--- src/verilog/pcs_pkg.sv ---
package pcs_pkg;

  // ==========================================================
  // Cycle timing
  localparam int CLK_PERIOD_NS = 5;
  localparam int SETUP_NS = 30;
  localparam int STROBE_NS = 100;
  localparam int HOLD_NS = 20;
  // Least times, so each rounds up to whole cycles.
  localparam int SETUP_CYC = (SETUP_NS + CLK_PERIOD_NS - 1) / CLK_PERIOD_NS;
  localparam int STROBE_CYC = (STROBE_NS + CLK_PERIOD_NS - 1) / CLK_PERIOD_NS;
  localparam int HOLD_CYC = (HOLD_NS + CLK_PERIOD_NS - 1) / CLK_PERIOD_NS;
  localparam int CNT_W = 8;
  localparam logic [CNT_W-1:0] SETUP_LD = CNT_W'(SETUP_CYC - 1);
  localparam logic [CNT_W-1:0] STROBE_LD = CNT_W'(STROBE_CYC - 1);
  localparam logic [CNT_W-1:0] HOLD_LD = CNT_W'(HOLD_CYC - 1);
  localparam logic [CNT_W-1:0] CNT_ZERO = 8'h00;

  // ==========================================================
  // Queue and pin levels
  localparam int FIFO_DEPTH = 32;
  localparam logic PIN_OFF = 1'h1;
  localparam logic SYNC_RST = 1'h1;

  // ==========================================================
  // Commands and pins
  typedef enum logic [2:0] {
    KIND_MEM_RD = 3'h0,
    KIND_MEM_WR = 3'h1,
    KIND_ATTR_RD = 3'h2,
    KIND_ATTR_WR = 3'h3,
    KIND_IO_RD = 3'h4,
    KIND_IO_WR = 3'h5,
    KIND_DMA_TO_CARD = 3'h6,
    KIND_DMA_TO_HOST = 3'h7
  } pcs_kind_t;

  typedef struct packed {
    pcs_kind_t kind;
    logic last;
  } pcs_cmd_t;

  typedef struct packed {
    logic mem_read_strobe_n;
    logic mem_write_strobe_n;
    logic io_read_strobe_n;
    logic io_write_strobe_n;
    logic attr_sel_n;
  } pcs_pins_t;

  localparam pcs_pins_t PINS_IDLE = 5'h1F;

  typedef enum logic [2:0] {
    ST_IDLE = 3'h0,
    ST_SETUP = 3'h1,
    ST_STROBE = 3'h3,
    ST_WAIT = 3'h7,
    ST_HOLD = 3'h2
  } pcs_state_t;

endpackage : pcs_pkg

--- src/verilog/pcs_fifo.sv ---
`timescale 1ns/100ps
module pcs_fifo #(
  parameter int WIDTH = 4,
  parameter int DEPTH = 32
) (
  input wire logic sys_clk,
  input wire logic rst,
  input wire logic in_valid,
  output logic in_ready,
  input wire logic [WIDTH-1:0] in_data,
  output logic out_valid,
  input wire logic out_ready,
  output logic [WIDTH-1:0] out_data
);
  localparam int AW = $clog2(DEPTH);

  generate
    if (DEPTH < 2 || (1 << AW) != DEPTH || WIDTH < 1)
    begin : g_bad
      $error("pcs_fifo needs a power-of-two depth of two or more");
    end
  endgenerate

  logic [WIDTH-1:0] mem_ff [DEPTH];
  logic [AW-1:0] wr_ptr_ff;
  logic [AW-1:0] rd_ptr_ff;
  logic [AW:0] count_ff;
  logic in_ready_ff;
  wire push = in_valid & in_ready_ff;
  wire pop = out_ready & (count_ff != '0);
  wire [AW:0] nxt_count = count_ff + {{AW{1'b0}}, push} - {{AW{1'b0}}, pop};

  assign in_ready = in_ready_ff;
  assign out_valid = (count_ff != '0);
  assign out_data = mem_ff[rd_ptr_ff];

  // ==========================================================
  // Storage and pointers
  always_ff @(posedge sys_clk)
  begin
    if (push)
    begin
      mem_ff[wr_ptr_ff] <= in_data;
    end
  end

  always_ff @(posedge sys_clk or posedge rst)
  begin
    if (rst)
    begin
      wr_ptr_ff <= '0;
      rd_ptr_ff <= '0;
      count_ff <= '0;
      in_ready_ff <= 1'b0;
    end
    else
    begin
      wr_ptr_ff <= wr_ptr_ff + AW'(push);
      rd_ptr_ff <= rd_ptr_ff + AW'(pop);
      count_ff <= nxt_count;
      // Registered so that a full queue refuses the very next push.
      in_ready_ff <= (nxt_count < (AW + 1)'(DEPTH));
    end
  end

endmodule : pcs_fifo

--- src/verilog/pcs_socket.sv ---
`timescale 1ns/100ps
// Functional notes
// - Host I/O reads pull the I/O read strobe low so the card drives data.
// - Card-to-host DMA uses the I/O read strobe as the transfer strobe.
// - Host I/O writes pull the I/O write strobe low to latch write data.
// - Host-to-card DMA uses the I/O write strobe as the transfer strobe.
// - Host memory reads pull the memory read strobe low so the card drives data.
// - Card-to-host DMA marks its terminal count on the memory read strobe.
// - The shared ready line counts as ready only in memory-only mode.
// - The attribute select stays high for every common memory access.
// - Attribute select with memory strobes hits attribute space, with I/O strobes I/O.
// - DMA asserts the attribute select as its grant, with the matching I/O strobe.
// - Host-to-card DMA marks its terminal count on the memory write strobe.
// - A card stretches a cycle with wait and the socket holds until it is released.
module pcs_socket #(
  parameter int FIFO_DEPTH = pcs_pkg::FIFO_DEPTH
) (
  input wire logic sys_clk,
  input wire logic rst,
  input wire logic cmd_valid,
  output logic cmd_ready,
  input wire pcs_pkg::pcs_cmd_t cmd,
  input wire logic mem_only,
  input wire logic io_read_claim_n,
  input wire logic card_ready_irq,
  input wire logic wait_n,
  output pcs_pkg::pcs_pins_t pins,
  output logic done,
  output logic claimed,
  output logic card_ready,
  output logic card_irq_request,
  output logic busy
);

  generate
    if (pcs_pkg::SETUP_CYC < 1 || pcs_pkg::STROBE_CYC < 1 ||
        pcs_pkg::HOLD_CYC < 1 || pcs_pkg::STROBE_CYC > 255)
    begin : g_bad
      $error("pcs_socket timing counts do not fit the counter");
    end
  endgenerate

  // ==========================================================
  // Command queue
  logic fifo_valid;
  logic fifo_take;
  logic [$bits(pcs_pkg::pcs_cmd_t)-1:0] fifo_raw;
  logic cmd_ready_w;
  pcs_pkg::pcs_cmd_t fifo_cmd;

  pcs_fifo #(
    .WIDTH($bits(pcs_pkg::pcs_cmd_t)),
    .DEPTH(FIFO_DEPTH)
  ) u_fifo (
    .sys_clk(sys_clk),
    .rst(rst),
    .in_valid(cmd_valid),
    .in_ready(cmd_ready_w),
    .in_data(cmd),
    .out_valid(fifo_valid),
    .out_ready(fifo_take),
    .out_data(fifo_raw)
  );

  assign fifo_cmd = pcs_pkg::pcs_cmd_t'(fifo_raw);
  assign cmd_ready = cmd_ready_w;

  // ==========================================================
  // Pin synchronisers
  // The card lines are asynchronous to sys_clk, so each passes two flops.
  logic [2:0] sync1_ff;
  logic [2:0] sync2_ff;
  wire [2:0] pin_raw = {io_read_claim_n, card_ready_irq, wait_n};

  genvar gi;
  generate
    for (gi = 0; gi < 3; gi++)
    begin : g_sync
      always_ff @(posedge sys_clk or posedge rst)
      begin
        if (rst)
        begin
          sync1_ff[gi] <= pcs_pkg::SYNC_RST;
          sync2_ff[gi] <= pcs_pkg::SYNC_RST;
        end
        else
        begin
          sync1_ff[gi] <= pin_raw[gi];
          sync2_ff[gi] <= sync1_ff[gi];
        end
      end
    end
  endgenerate

  wire claim_s_n = sync2_ff[2];
  wire ready_s = sync2_ff[1];
  wire wait_s_n = sync2_ff[0];

  // ==========================================================
  // Cycle sequencer
  pcs_pkg::pcs_state_t state_ff;
  pcs_pkg::pcs_state_t nxt_state;
  logic [pcs_pkg::CNT_W-1:0] cnt_ff;
  logic [pcs_pkg::CNT_W-1:0] nxt_cnt;
  pcs_pkg::pcs_cmd_t cmd_ff;
  logic nxt_done;

  wire pcs_pkg::pcs_kind_t head_kind = fifo_cmd.kind;
  wire head_mem_wr = (head_kind == pcs_pkg::KIND_MEM_WR) ||
                     (head_kind == pcs_pkg::KIND_ATTR_WR);
  wire head_dma = (head_kind == pcs_pkg::KIND_DMA_TO_CARD) ||
                  (head_kind == pcs_pkg::KIND_DMA_TO_HOST);
  // A memory write waits for ready, which only means ready in memory-only mode.
  wire ready_gate = ~(mem_only & head_mem_wr) | ready_s;
  // DMA data moves only while the card requests on its claim line.
  wire dma_gate = ~head_dma | ~claim_s_n;
  wire start_ok = fifo_valid & ready_gate & dma_gate;
  wire cnt_done = (cnt_ff == pcs_pkg::CNT_ZERO);
  wire [pcs_pkg::CNT_W-1:0] cnt_dec = cnt_ff - 8'h01;

  always_comb
  begin
    nxt_state = state_ff;
    nxt_cnt = cnt_ff;
    fifo_take = 1'b0;
    nxt_done = 1'b0;
    case (state_ff)
      pcs_pkg::ST_IDLE:
      begin
        if (start_ok)
        begin
          nxt_state = pcs_pkg::ST_SETUP;
          nxt_cnt = pcs_pkg::SETUP_LD;
          fifo_take = 1'b1;
        end
      end
      pcs_pkg::ST_SETUP:
      begin
        if (cnt_done)
        begin
          nxt_state = pcs_pkg::ST_STROBE;
          nxt_cnt = pcs_pkg::STROBE_LD;
        end
        else
        begin
          nxt_cnt = cnt_dec;
        end
      end
      pcs_pkg::ST_STROBE:
      begin
        if (!cnt_done)
        begin
          nxt_cnt = cnt_dec;
        end
        else if (!wait_s_n)
        begin
          nxt_state = pcs_pkg::ST_WAIT;
        end
        else
        begin
          nxt_state = pcs_pkg::ST_HOLD;
          nxt_cnt = pcs_pkg::HOLD_LD;
        end
      end
      pcs_pkg::ST_WAIT:
      begin
        if (wait_s_n)
        begin
          nxt_state = pcs_pkg::ST_HOLD;
          nxt_cnt = pcs_pkg::HOLD_LD;
        end
      end
      pcs_pkg::ST_HOLD:
      begin
        if (cnt_done)
        begin
          nxt_state = pcs_pkg::ST_IDLE;
          nxt_done = 1'b1;
        end
        else
        begin
          nxt_cnt = cnt_dec;
        end
      end
      default:
      begin
        nxt_state = pcs_pkg::ST_IDLE;
        nxt_cnt = pcs_pkg::CNT_ZERO;
      end
    endcase
  end

  // ==========================================================
  // Pin decode
  // Decoded from the next state so the pin flops line up with state_ff.
  wire pcs_pkg::pcs_cmd_t cmd_sel = fifo_take ? fifo_cmd : cmd_ff;
  wire pcs_pkg::pcs_kind_t k = cmd_sel.kind;
  wire active = (nxt_state != pcs_pkg::ST_IDLE);
  wire strobing = (nxt_state == pcs_pkg::ST_STROBE) ||
                  (nxt_state == pcs_pkg::ST_WAIT);
  wire k_mrd = (k == pcs_pkg::KIND_MEM_RD) || (k == pcs_pkg::KIND_ATTR_RD);
  wire k_mwr = (k == pcs_pkg::KIND_MEM_WR) || (k == pcs_pkg::KIND_ATTR_WR);
  wire k_to_host = (k == pcs_pkg::KIND_DMA_TO_HOST);
  wire k_to_card = (k == pcs_pkg::KIND_DMA_TO_CARD);
  wire k_common = (k == pcs_pkg::KIND_MEM_RD) || (k == pcs_pkg::KIND_MEM_WR);
  wire rd_low = strobing & (k_mrd | (k_to_host & cmd_sel.last));
  wire wr_low = strobing & (k_mwr | (k_to_card & cmd_sel.last));
  wire io_read_strobe_low = strobing & ((k == pcs_pkg::KIND_IO_RD) | k_to_host);
  wire io_write_strobe_low = strobing & ((k == pcs_pkg::KIND_IO_WR) | k_to_card);
  // Everything except common memory selects attribute or I/O space or DMA.
  wire attr_low = active & ~k_common;
  wire pcs_pkg::pcs_pins_t nxt_pins = {~rd_low, ~wr_low, ~io_read_strobe_low, ~io_write_strobe_low,
                                       ~attr_low};

  wire leave_strobe = ((state_ff == pcs_pkg::ST_STROBE) ||
                       (state_ff == pcs_pkg::ST_WAIT)) &&
                      (nxt_state == pcs_pkg::ST_HOLD);

  // ==========================================================
  // Registers
  pcs_pkg::pcs_pins_t pins_ff;
  logic done_ff;
  logic claimed_ff;
  logic card_ready_ff;
  logic irq_ff;
  logic busy_ff;

  always_ff @(posedge sys_clk or posedge rst)
  begin
    if (rst)
    begin
      state_ff <= pcs_pkg::ST_IDLE;
      cnt_ff <= pcs_pkg::CNT_ZERO;
      cmd_ff <= '0;
      pins_ff <= pcs_pkg::PINS_IDLE;
      done_ff <= 1'b0;
      claimed_ff <= 1'b0;
      card_ready_ff <= 1'b0;
      irq_ff <= 1'b0;
      busy_ff <= 1'b0;
    end
    else
    begin
      state_ff <= nxt_state;
      cnt_ff <= nxt_cnt;
      cmd_ff <= cmd_sel;
      pins_ff <= nxt_pins;
      done_ff <= nxt_done;
      busy_ff <= active;
      card_ready_ff <= mem_only & ready_s;
      irq_ff <= ~mem_only & ~ready_s;
      if (leave_strobe)
      begin
        // The claim is only meaningful for a host I/O read.
        claimed_ff <= (cmd_ff.kind == pcs_pkg::KIND_IO_RD) & ~claim_s_n;
      end
    end
  end

  assign pins = pins_ff;
  assign done = done_ff;
  assign claimed = claimed_ff;
  assign card_ready = card_ready_ff;
  assign card_irq_request = irq_ff;
  assign busy = busy_ff;

  wire in_strobe = (state_ff == pcs_pkg::ST_STROBE);
  wire pcs_pkg::pcs_kind_t ck = cmd_ff.kind;
endmodule : pcs_socket

--- config.mk ---
export PLATFORM = sky130hd
export DESIGN_NAME = pcs_socket
export DESIGN_NICKNAME = d
export VERILOG_FILES = /design/src/verilog/pcs_pkg.sv /design/src/verilog/pcs_fifo.sv /design/src/verilog/pcs_socket.sv
export SDC_FILE = /design/constraint.sdc
export NUM_CORES = 1
export LEC_CHECK = 0
export BUFFER_PORTS_ARGS = -buffer_cell sky130_fd_sc_hd__buf_2
export CORE_MARGIN = 4
export CORE_UTILIZATION = 34
export CTS_BUF_LIST = sky130_fd_sc_hd__clkbuf_8
export DETAILED_ROUTE_END_ITERATION = 10
export GPL_ROUTABILITY_DRIVEN = 0
export PLACE_DENSITY = 0.55
export SLEW_MARGIN = 20
export SYNTH_ARGS = -nofsm -noshare
export SYNTH_HDL_FRONTEND = slang
export SYNTH_SLANG_ARGS = --single-unit
export TNS_END_PERCENT = 5
--- constraint.sdc ---
create_clock -name sys_clk -period 6.45 [get_ports sys_clk]
set_input_delay 0.9675 -clock sys_clk [delete_from_list [all_inputs] [get_ports sys_clk]]
set_output_delay 0.9675 -clock sys_clk [all_outputs]
set_load 0.01 [all_outputs]
==> qor.csv, run 1 <==
metric;value;unit
status;completed;
cts_tree;built;
die_width;159;um
layout-drive-gt1-share;20.8;%
synth_edf_count;128;
crit_arrival;4640;ps
ys_ff_latch;176;
netlist_top_cells_area;edfxtp_1, dfrtp_1, mux4_2, dfstp_2, nor2_1;
syn_nets;535;
grtUsageTotal;12.5;%
synth_area_per_cell;15.2;um2
rsz0062_at_grt;no;
route.detailed.drc;0;
cts_resized;0;
num_rows;54;
io_pins;22;
htreeDepth;4;
dr.pass1.iters;5;
critPathMaxStageDelay;660;ps
synth_top_family_by_area;multiplexers;
vias;4329;
report.final.slew_viol_count;0;
wl_per_cell;18.8;um
fin_crit_sh;66.5;%
antenna_found_initial;0;
tightestPinTransition;1040;ps
vias_per_cell;5.27;
synth_top_cells_by_count;edfxtp_1, nor2_1, dfrtp_1;
holdBufCountCts;0;
clock-sinks;176;
endpoint_kind;flip-flop;
slowest_stage;dfrtp_2;
cp_cell_sequence;buf_4 -> mux4_2 -> a2bb2oi_1 -> a211oi_4 -> nand4bb_1 -> nand2_1 -> nor2_1 -> ha_1 -> inv_1 -> ha_1 -> a21o_1 -> a21oi_1 -> o21bai_1 -> a21oi_1 -> xnor2_1 -> inv_1;
yosysMostFrequentCell;edfxtp_1;
syn_to_final_growth;10.1;%
netlist.area_leader.share;49.7;%
criticalPathCategory;flip-flop to flip-flop;
async_flop_share;27.3;%
hold_viol;0;
gr-total-overflow;0;
synth_area;0.00773;mm2
post_synth_inst_count;510;
synth.distinct_cells;73;
hp-class;flip-flop to flip-flop;
ys_seq_area_share;65.4;%
clkLatencyLatePin;470;ps
synth_ff_type;edfxtp_1;
dp_hpwl;10.2;mm
synthAdderAreaFrac;2.36;%
yosys_warnings;0;
power_density;240;mW/mm2
cap_viol_max_count;0;
clk_path_buf_depth;2;
synthMuxAreaShare;10.7;%
yosys.area_share.simple;8.78;%
start_kind;flip-flop;
crit_buf_inv;3;
final_nets;554;
synth_xor_area_share;1.36;%
clkTransAtPathRegs;100;ps
drtIter0Drc;343;
cp_data_required_time;6800;ps
die_area;0.0252;mm2
totalWireLength;15.5;mm
final.setup.tns;0;ps
vdd_drop_max;123;uV
fillCellCount;2037;
grt_pass1_vias;4376;
grt_pass1_wl;24.8;mm
synth_compound_area_share;8.25;%
place.port_buffers;21;
power;2.04;mW
rrSetupSlack;2160;ps
grt_max_degree;49;
chipHeight;159;um
fmax;233;MHz
leakage;2.91;nW
ant_nets;0;
fp.coreArea;0.0221;mm2
numCtsBuffers;17;
post-cts-setup-buffer-count;0;
diodes;0;
initial_core_util;35.0;%
finClkSkew;20.4;ps
root_buffer;clkbuf_8;
max_slew_margin;30.0;%
fin_crit;4290;ps
yosysTopAreaCell;edfxtp_1;
fin_hold_ws;366;ps
finalSetupViolCount;0;
cp_max_fo;26;
cpLargestDelayFamily;compound AO/OA/AOI/OAI gates;
-- final cells by class --
cell class	count	area [um2]	share of cell area (%)
clock buffers	17	234	2.75
clock inverters	15	189	2.22
inverters	25	95.1	1.12
multi-input cells	285	2440	28.6
flip-flops and latches	176	5060	59.5
well taps	280	350	4.12
repair buffers	24	148	1.73
-- path summary, 6_finish.rpt --
| path | start | endpoint | cells past startpoint |
|---|---|---|---|
| max | u_fifo.rd_ptr_ff[1] | u_fifo.count_ff[5] | 16 |
| min | sync1_ff[0] | wait_s_n | 0 |
| max reg2reg | u_fifo.rd_ptr_ff[1] | u_fifo.count_ff[5] | 16 |
| min reg2reg | sync1_ff[0] | wait_s_n | 0 |
| max in group asynchronous | rst | u_fifo.rd_ptr_ff[0] | 2 |
| min in group asynchronous | rst | cnt_ff[5] | 2 |
-- per-stage QoR --
stage               area, um2  utilization, %  std cells  setup WS [ps]
floorplan                7730               -        510           3010
global placement         8060            36.5        789           2080
CTS                      8480            38.4        821           1900
finish                   8510            38.5        822           2160
detailed placement       8060            36.5        789           1910
global route             8510            38.5        822           1760
-- power by group --
group / leakage (nW) / internal (mW) / switching (mW)
sequential: 1.73 / 1.22 / 0.00151
clock: 0.210 / 0.332 / 0.461
combinational: 0.970 / 0.00384 / 0.0219
total: 2.91 / 1.55 / 0.484
-- state kept, by name (all words and copies together) (netlist names), 3 cells and up --
signal,cells
ck,3
cnt_ff,8
state_ff,3
u_fifo.count_ff,6
u_fifo.rd_ptr_ff,5
sync1_ff,3
pins,5
u_fifo.wr_ptr_ff,5
u_fifo.mem_ff,128
-- layer usage --
layer	track usage, %	vias up	share of wire (%)
li1	-	2001	-
met1	17.6	2210	46
met2	19.7	99	48
met3	2.72	19	4.3
met4	3.91	0	1.5
met5	0	-	0
-- logic make-up (layout without fill, tap and decap cells) --
group,Yosys count,after routing
and+or+nand+nor,132,132
DFF,176,176
adders and majority gates,14,14
muxes,49,49
AOI/OAI and AO/OA,78,78
xor gates and xnor gates,12,12
buffers and inverters,49,81
-- worst reg2reg max path, cell delays in order, from the launching register on --
cell and delay (ps):
dfrtp_2 660, buf_4 460, mux4_2 390, a2bb2oi_1 180
a211oi_4 410, nand4bb_1 300, nand2_1 140, nor2_1 180
ha_1 240, inv_1 60, ha_1 270, a21o_1 170
a21oi_1 230, o21bai_1 90, a21oi_1 180, xnor2_1 150
inv_1 60
-- layout by cell type, fill, tap and decap left out, drive strengths merged, types with 13 or more instances in the layout --
master  instances
buf            24
clkbuf         17
dfrtp          37
edfxtp        128
ha             13
inv            31
mux2i          20
mux4           27
nand2          17
nor2           54
o21ai          14
Note: power is estimated with default switching activity, not from simulation.
==> run 2, diff against run 1 <==
--- a/config.mk
+++ b/config.mk
@@ -5,6 +5,7 @@
 export SDC_FILE = /design/constraint.sdc
 export NUM_CORES = 1
 export LEC_CHECK = 0
+export ABC_AREA = 1
 export BUFFER_PORTS_ARGS = -buffer_cell sky130_fd_sc_hd__buf_2
 export CORE_MARGIN = 4
 export CORE_UTILIZATION = 34
==> constraint.sdc (replaced) <==
create_clock -name sys_clk -period 4 [get_ports sys_clk]
set_input_delay 0.6 -clock sys_clk [delete_from_list [all_inputs] [get_ports sys_clk]]
set_output_delay 0.6 -clock sys_clk [all_outputs]
set_load 0.01 [all_outputs]
==> run 2 against run 1 <==
  * Critical endpoint unchanged
  * Cell count is 27% higher
  * Clock power up 59%
  * Global-route usage grew 1.3 points
==> qor.csv, run 2 <==
metric;value;unit
dp_hpwl;11.1;mm
place.port_buffers;21;
gr-total-overflow;0;
power;3.27;mW
slowest_stage;dfrtp_2;
syn_to_final_growth;10.3;%
seqCellArea;0.00506;mm2
fp.coreArea;0.0221;mm2
synth_area_per_cell;10.6;um2
netlist_top_cells_area;edfxtp_1, dfrtp_1, nand2_1, nor2_1, nand3_1;
totalWireLength;17.1;mm
cts_tree;built;
status;completed;
tightestPinTransition;864;ps
fin_area;0.00853;mm2
cp_common_cell;inv_1;
rrSetupSlack;440;ps
cp_data_required_time;4330;ps
clkTransAtPathRegs;80;ps
grtUsageTotal;13.9;%
initial_core_util;35.0;%
pwr-share-comb;1.3;%
wl_met2;8.11;mm
clk_path_buf_depth;2;
critPathMaxStageDelay;440;ps
ys_seq_area_share;65.4;%
fin_crit;3560;ps
place_area;0.00812;mm2
syn_nets;753;
numCtsBuffers;17;
cap_viol_max_count;0;
power_density;383;mW/mm2
yosysTopAreaCell;edfxtp_1;
finalSetupViolCount;0;
synth_ff_type;edfxtp_1;
seq_power_share;60.2;%
synth.distinct_cells;38;
cp_max_fo;24;
rsz0062_at_grt;no;
fillCellCount;2124;
netlist.area_leader.share;49.7;%
drt-met1-wl;7.89;mm
yosys_warnings;0;
crit_arrival;3890;ps
reg.largest.list;u_fifo.mem_ff: 128 flops, cnt_ff: 8 flops, u_fifo.count_ff: 6 flops;
ys_ff_latch;176;
diodes;0;
synth_area;0.00774;mm2
switching_share;20.0;%
worstHoldStart;card_ready_irq;
max_slew_margin;42.4;%
antenna_found_initial;0;
fin_crit_sh;89.0;%
grt_pass1_vias;4970;
holdBufCountCts;0;
io_pins;22;
top_register;u_fifo.mem_ff;
synth_edf_count;128;
vias_per_cell;4.85;
grt_pass1_wl;27.6;mm
clkLatencyLatePin;460;ps
internal-power;2.61;mW
r2r_end;u_fifo.count_ff[5];
fmax;281;MHz
hold_viol;0;
die_width;159;um
layout-drive-gt1-share;11.4;%
start_kind;flip-flop;
final.setup.tns;0;ps
synth_top_cells_by_count;edfxtp_1, nand2_1, nor2_1;
die_area;0.0252;mm2
multiInputGateArea;0.00228;mm2
root_buffer;clkbuf_8;
cp_cell_sequence;inv_2 -> buf_4 -> o21ai_0 -> nand3_1 -> nand3_1 -> nand2_1 -> nand2_2 -> nor2_4 -> nor2_8 -> nand3_4 -> inv_1 -> ha_1 -> inv_1 -> ha_1 -> inv_1 -> nor2_1 -> a211oi_1 -> o21ai_0 -> a21o_1 -> xor2_1 -> inv_1;
dr.pass1.iters;5;
endpoint_kind;flip-flop;
final_cell_mix;nand2_1, edfxtp_1, nor2_1;
wl_met3;874;um
criticalPathCategory;flip-flop to flip-flop;
post_synth_inst_count;728;
leakage;3.38;nW
num_rows;54;
hold_end;sync1_ff[1];
cts_resized;0;
vias;5056;
final_nets;775;
vdd_drop_max;196;uV
clock-sinks;176;
reg2reg_from;u_fifo.rd_ptr_ff[0];
p_sw;0.655;mW
largest_reg_flops;128;
chipHeight;159;um
highest_layer;met4;
p_clk_share;38.6;%
final_util;38.6;%
drtIter0Drc;336;
ant_nets;0;
route.detailed.drc;0;
report.final.slew_viol_count;0;
grt_max_degree;68;
hp-class;input pin to flip-flop;
reg2reg_depth;21;
min_path_cells;1;
finClkSkew;13.8;ps
async_flop_share;27.3;%
post-cts-setup-buffer-count;0;
htreeDepth;4;
wl_per_cell;16.4;um
[run 2: cells by family (layout without fill, tap and decap cells)]
logic type               Yosys count  count (layout)  share of synthesized area [%]
adder cells (fa/ha/maj)           14              14                           2.36
AND/OR/NAND/NOR                  339             339                           18.7
buffers and inverters             94             129                           5.19
XOR/XNOR                          14              14                           1.59
AO/OA/AOI/OAI                     91              91                           6.74
flip-flops                       176             176                           65.4
[run 2: final cells by class]
class | instances | share of cell area [%]
Tap cell | 280 | 4.10
Sequential cell | 176 | 59.3
Multi-Input combinational cell | 458 | 26.7
Clock buffer | 19 | 3.06
Inverter | 71 | 3.14
Clock inverter | 13 | 1.74
Timing Repair Buffer | 26 | 1.96
[run 2: worst max path at each step]
stage / start / end / slack, ps / cells past startpoint
after floorplan: u_fifo.rd_ptr_ff[0] / u_fifo.count_ff[5] / 1020 / 23
after global placement: u_fifo.rd_ptr_ff[1] / u_fifo.count_ff[5] / 510 / 21
after detailed placement: u_fifo.rd_ptr_ff[1] / u_fifo.count_ff[5] / 470 / 21
after CTS: u_fifo.rd_ptr_ff[2] / u_fifo.count_ff[5] / 370 / 20
after global routing: u_fifo.rd_ptr_ff[1] / u_fifo.count_ff[5] / 9 / 21
final: u_fifo.rd_ptr_ff[0] / u_fifo.count_ff[5] / 440 / 21
[run 2: metrics by stage]
step / setup slack (ps) / std cells / hold slack, ps
final: 440 / 1043 / 243
after floorplan: 1020 / 728 / 345
after detailed placement: 466 / 1011 / 348
after global routing: 9.34 / 1043 / 201
after global placement: 506 / 1011 / 346
after CTS: 371 / 1043 / 205
[run 2: worst max-delay path, delay by kind of cell (launching register included)]
kind	cells	cell delay, ps
adder cells (fa/ha/maj)	2	450
XOR/XNOR	1	160
AO/OA/AOI/OAI	4	750
flip-flops	1	440
AND/OR/NAND/NOR	8	840
buffers and inverters	6	820
[run 2: power groups by stage]
stage / clock network (mW) / logic, mW / registers [mW]
2_1_floorplan: 0 / 0.0103 / 2.01
5_1_grt: 1.38 / 0.0485 / 1.97
3_3_place_gp: 0 / 0.0435 / 2.01
3_5_place_dp: 0 / 0.0444 / 2.01
6_report: 1.26 / 0.0419 / 1.97
4_1_cts: 1.30 / 0.0445 / 1.97
[run 2: per-layer routing]
layer	vias to the layer above	global-route usage (%)
li1	2500	-
met5	-	0
met4	0	4.14
met1	2431	19.0
met2	109	22.0
met3	16	3.42
==> run 3, diff against run 2 <==
--- a/config.mk
+++ b/config.mk
@@ -5,7 +5,7 @@
 export SDC_FILE = /design/constraint.sdc
 export NUM_CORES = 1
 export LEC_CHECK = 0
-export ABC_AREA = 1
+export ABC_AREA = 0
 export BUFFER_PORTS_ARGS = -buffer_cell sky130_fd_sc_hd__buf_2
 export CORE_MARGIN = 4
 export CORE_UTILIZATION = 34
==> run 3 against run 2 <==
  * Cell area grew 1.2%
  * Via count shrank 14%
  * Combinational power down 3%
  * Sequential power barely moved
  * Clock power is essentially flat
  * Die area is essentially flat
  * Total power is 1.1% lower
  * Sequential share of layout area shrank 0.69 points
  * Clock skew increased by 7.9 ps
  * Worst setup slack worse by 43 ps
  * Global-route usage fell by 0.90 points
  * Cell count fell by 20%
  * Largest cell class unchanged
  * Largest power group unchanged
==> qor.csv, run 3 (synthesis results as in run 1) <==
metric;value;unit
tightestPinTransition;1070;ps
post-place-ws;224;ps
reg2reg_depth;18;
pwr-share-comb;1.3;%
clock-sinks;176;
fp.coreArea;0.0221;mm2
ant_nets;0;
cts_tree;built;
finClkSkew;21.7;ps
place.port_buffers;21;
antenna_found_initial;0;
start_kind;flip-flop;
root_buffer;clkbuf_8;
p_sw;0.690;mW
r2r_end;u_fifo.count_ff[4];
finalSetupViolCount;0;
min_path_cells;1;
hold_end;sync1_ff[0];
top_register;u_fifo.mem_ff;
drtIter0Drc;372;
endpoint_kind;flip-flop;
max_slew_margin;28.3;%
hold_viol;0;
syn_to_final_growth;11.7;%
status;completed;
mostFrequentLayoutCell;edfxtp_1;
cp_max_fo;5;
cap_viol_max_count;0;
htreeDepth;4;
reg2reg_from;u_fifo.rd_ptr_ff[1];
gr-total-overflow;0;
report.final.slew_viol_count;0;
setup_ws;397;ps
fmax;278;MHz
wl_per_cell;19.0;um
power_density;374;mW/mm2
reg.largest.list;u_fifo.mem_ff: 128 flops, cnt_ff: 8 flops, u_fifo.count_ff: 6 flops;
grt_pass1_vias;4493;
dp_hpwl;10.7;mm
initial_core_util;35.0;%
layout-drive-gt1-share;22.8;%
numCtsBuffers;17;
seq_power_share;60.8;%
vias_per_cell;5.18;
crit_arrival;3950;ps
fin_crit;3600;ps
worstHoldStart;wait_n;
clkLatencyLatePin;460;ps
final.setup.tns;0;ps
vias;4342;
num_rows;54;
power;3.23;mW
hp-class;input pin to flip-flop;
grt_pass1_wl;25.6;mm
rrSetupSlack;400;ps
dr.pass1.iters;4;
grt_max_degree;49;
totalWireLength;15.9;mm
internal-power;2.54;mW
diodes;0;
final_nets;570;
switching_share;21.3;%
die_width;159;um
leakage;2.99;nW
die_area;0.0252;mm2
p_clk_share;37.9;%
io_pins;22;
fin_crit_sh;90.1;%
final_cell_mix;edfxtp_1, nor2_1, dfrtp_1;
rsz0062_at_grt;no;
criticalPathCategory;flip-flop to flip-flop;
clkTransAtPathRegs;90;ps
clk_path_buf_depth;2;
largest_reg_flops;128;
chipHeight;159;um
holdBufCountCts;0;
vdd_drop_max;254;uV
fin_hold_ws;233;ps
grtUsageTotal;13.0;%
route.detailed.drc;0;
cp_data_required_time;4350;ps
[run 3: changes by cell type in the layout (fill, tap and decap cells not counted), sizes merged, moves of 8 or more]
cell   change
nand2    -114
nor2      -72
nand3     -55
inv       -47
o21ai     -42
mux4      +27
mux2i     +20
buf       +13
a21oi      -9
xor2       -8
[run 3: how the worst max path moves through the flow]
stage,cells past startpoint,endpoint,slack (ps),from
after floorplan,16,u_fifo.count_ff[5],560,u_fifo.rd_ptr_ff[1]
after global placement,16,u_fifo.count_ff[5],330,u_fifo.rd_ptr_ff[1]
after detailed placement,16,u_fifo.count_ff[5],220,u_fifo.rd_ptr_ff[1]
after CTS,16,u_fifo.count_ff[5],200,u_fifo.rd_ptr_ff[1]
after global routing,16,u_fifo.count_ff[5],60,u_fifo.rd_ptr_ff[0]
final,18,u_fifo.count_ff[4],400,u_fifo.rd_ptr_ff[1]
[run 3: power by group through the flow]
stage / combinational, mW / sequential [mW] / clock, mW
6_report: 0.0408 / 1.97 / 1.23
5_1_grt: 0.0473 / 1.97 / 1.34
3_5_place_dp: 0.0426 / 2.01 / 0
2_1_floorplan: 0.0114 / 2.01 / 0
3_3_place_gp: 0.0412 / 2.01 / 0
4_1_cts: 0.0429 / 1.97 / 1.25
[run 3: area by class of cell]
cell class                 count  area (um2)
inverter                      25        95.1
multi-input combinational    285        2440
sequential                   176        5060
tap                          280         350
clock buffer                  18         248
clock inverter                14         144
fill                        2012       13500
timing repair buffer          40         300
[run 3: repair_timing]
action,4_1_cts,5_1_grt
endpoints found under the hold margin,0,0
setup buffers,0,6
setup endpoints to repair,0,2
resized for setup,0,2
[run 3: routing by layer]
metal / GRT usage (%) / vias to the layer above / part of all wire [%]
li1: - / 2024 / -
met1: 18.0 / 2204 / 45
met2: 20.6 / 105 / 49
met3: 3.60 / 9 / 4.7
met4: 2.92 / 0 / 0.94
met5: 0 / - / 0
[run 3: through the flow]
step	instance area, um2	utilization, %	cells
after detailed placement	8160	36.9	799
after global placement	8160	36.9	799
final	8640	39.1	838
after global routing	8640	39.1	838
after CTS	8550	38.7	831
after floorplan	7730	-	510
[run 3: critical path: stages, from the launching register on]
cell,delay [ps]
dfrtp_2,440
buf_12,130
mux4_2,490
a22o_1,300
a211oi_4,260
buf_4,190
o2111ai_4,110
nand2_1,160
nor2_1,80
ha_1,280
inv_1,60
ha_1,160
inv_1,60
fa_1,390
inv_1,70
a21oi_1,50
nor2_1,90
nor2_1,60
xnor2_1,120
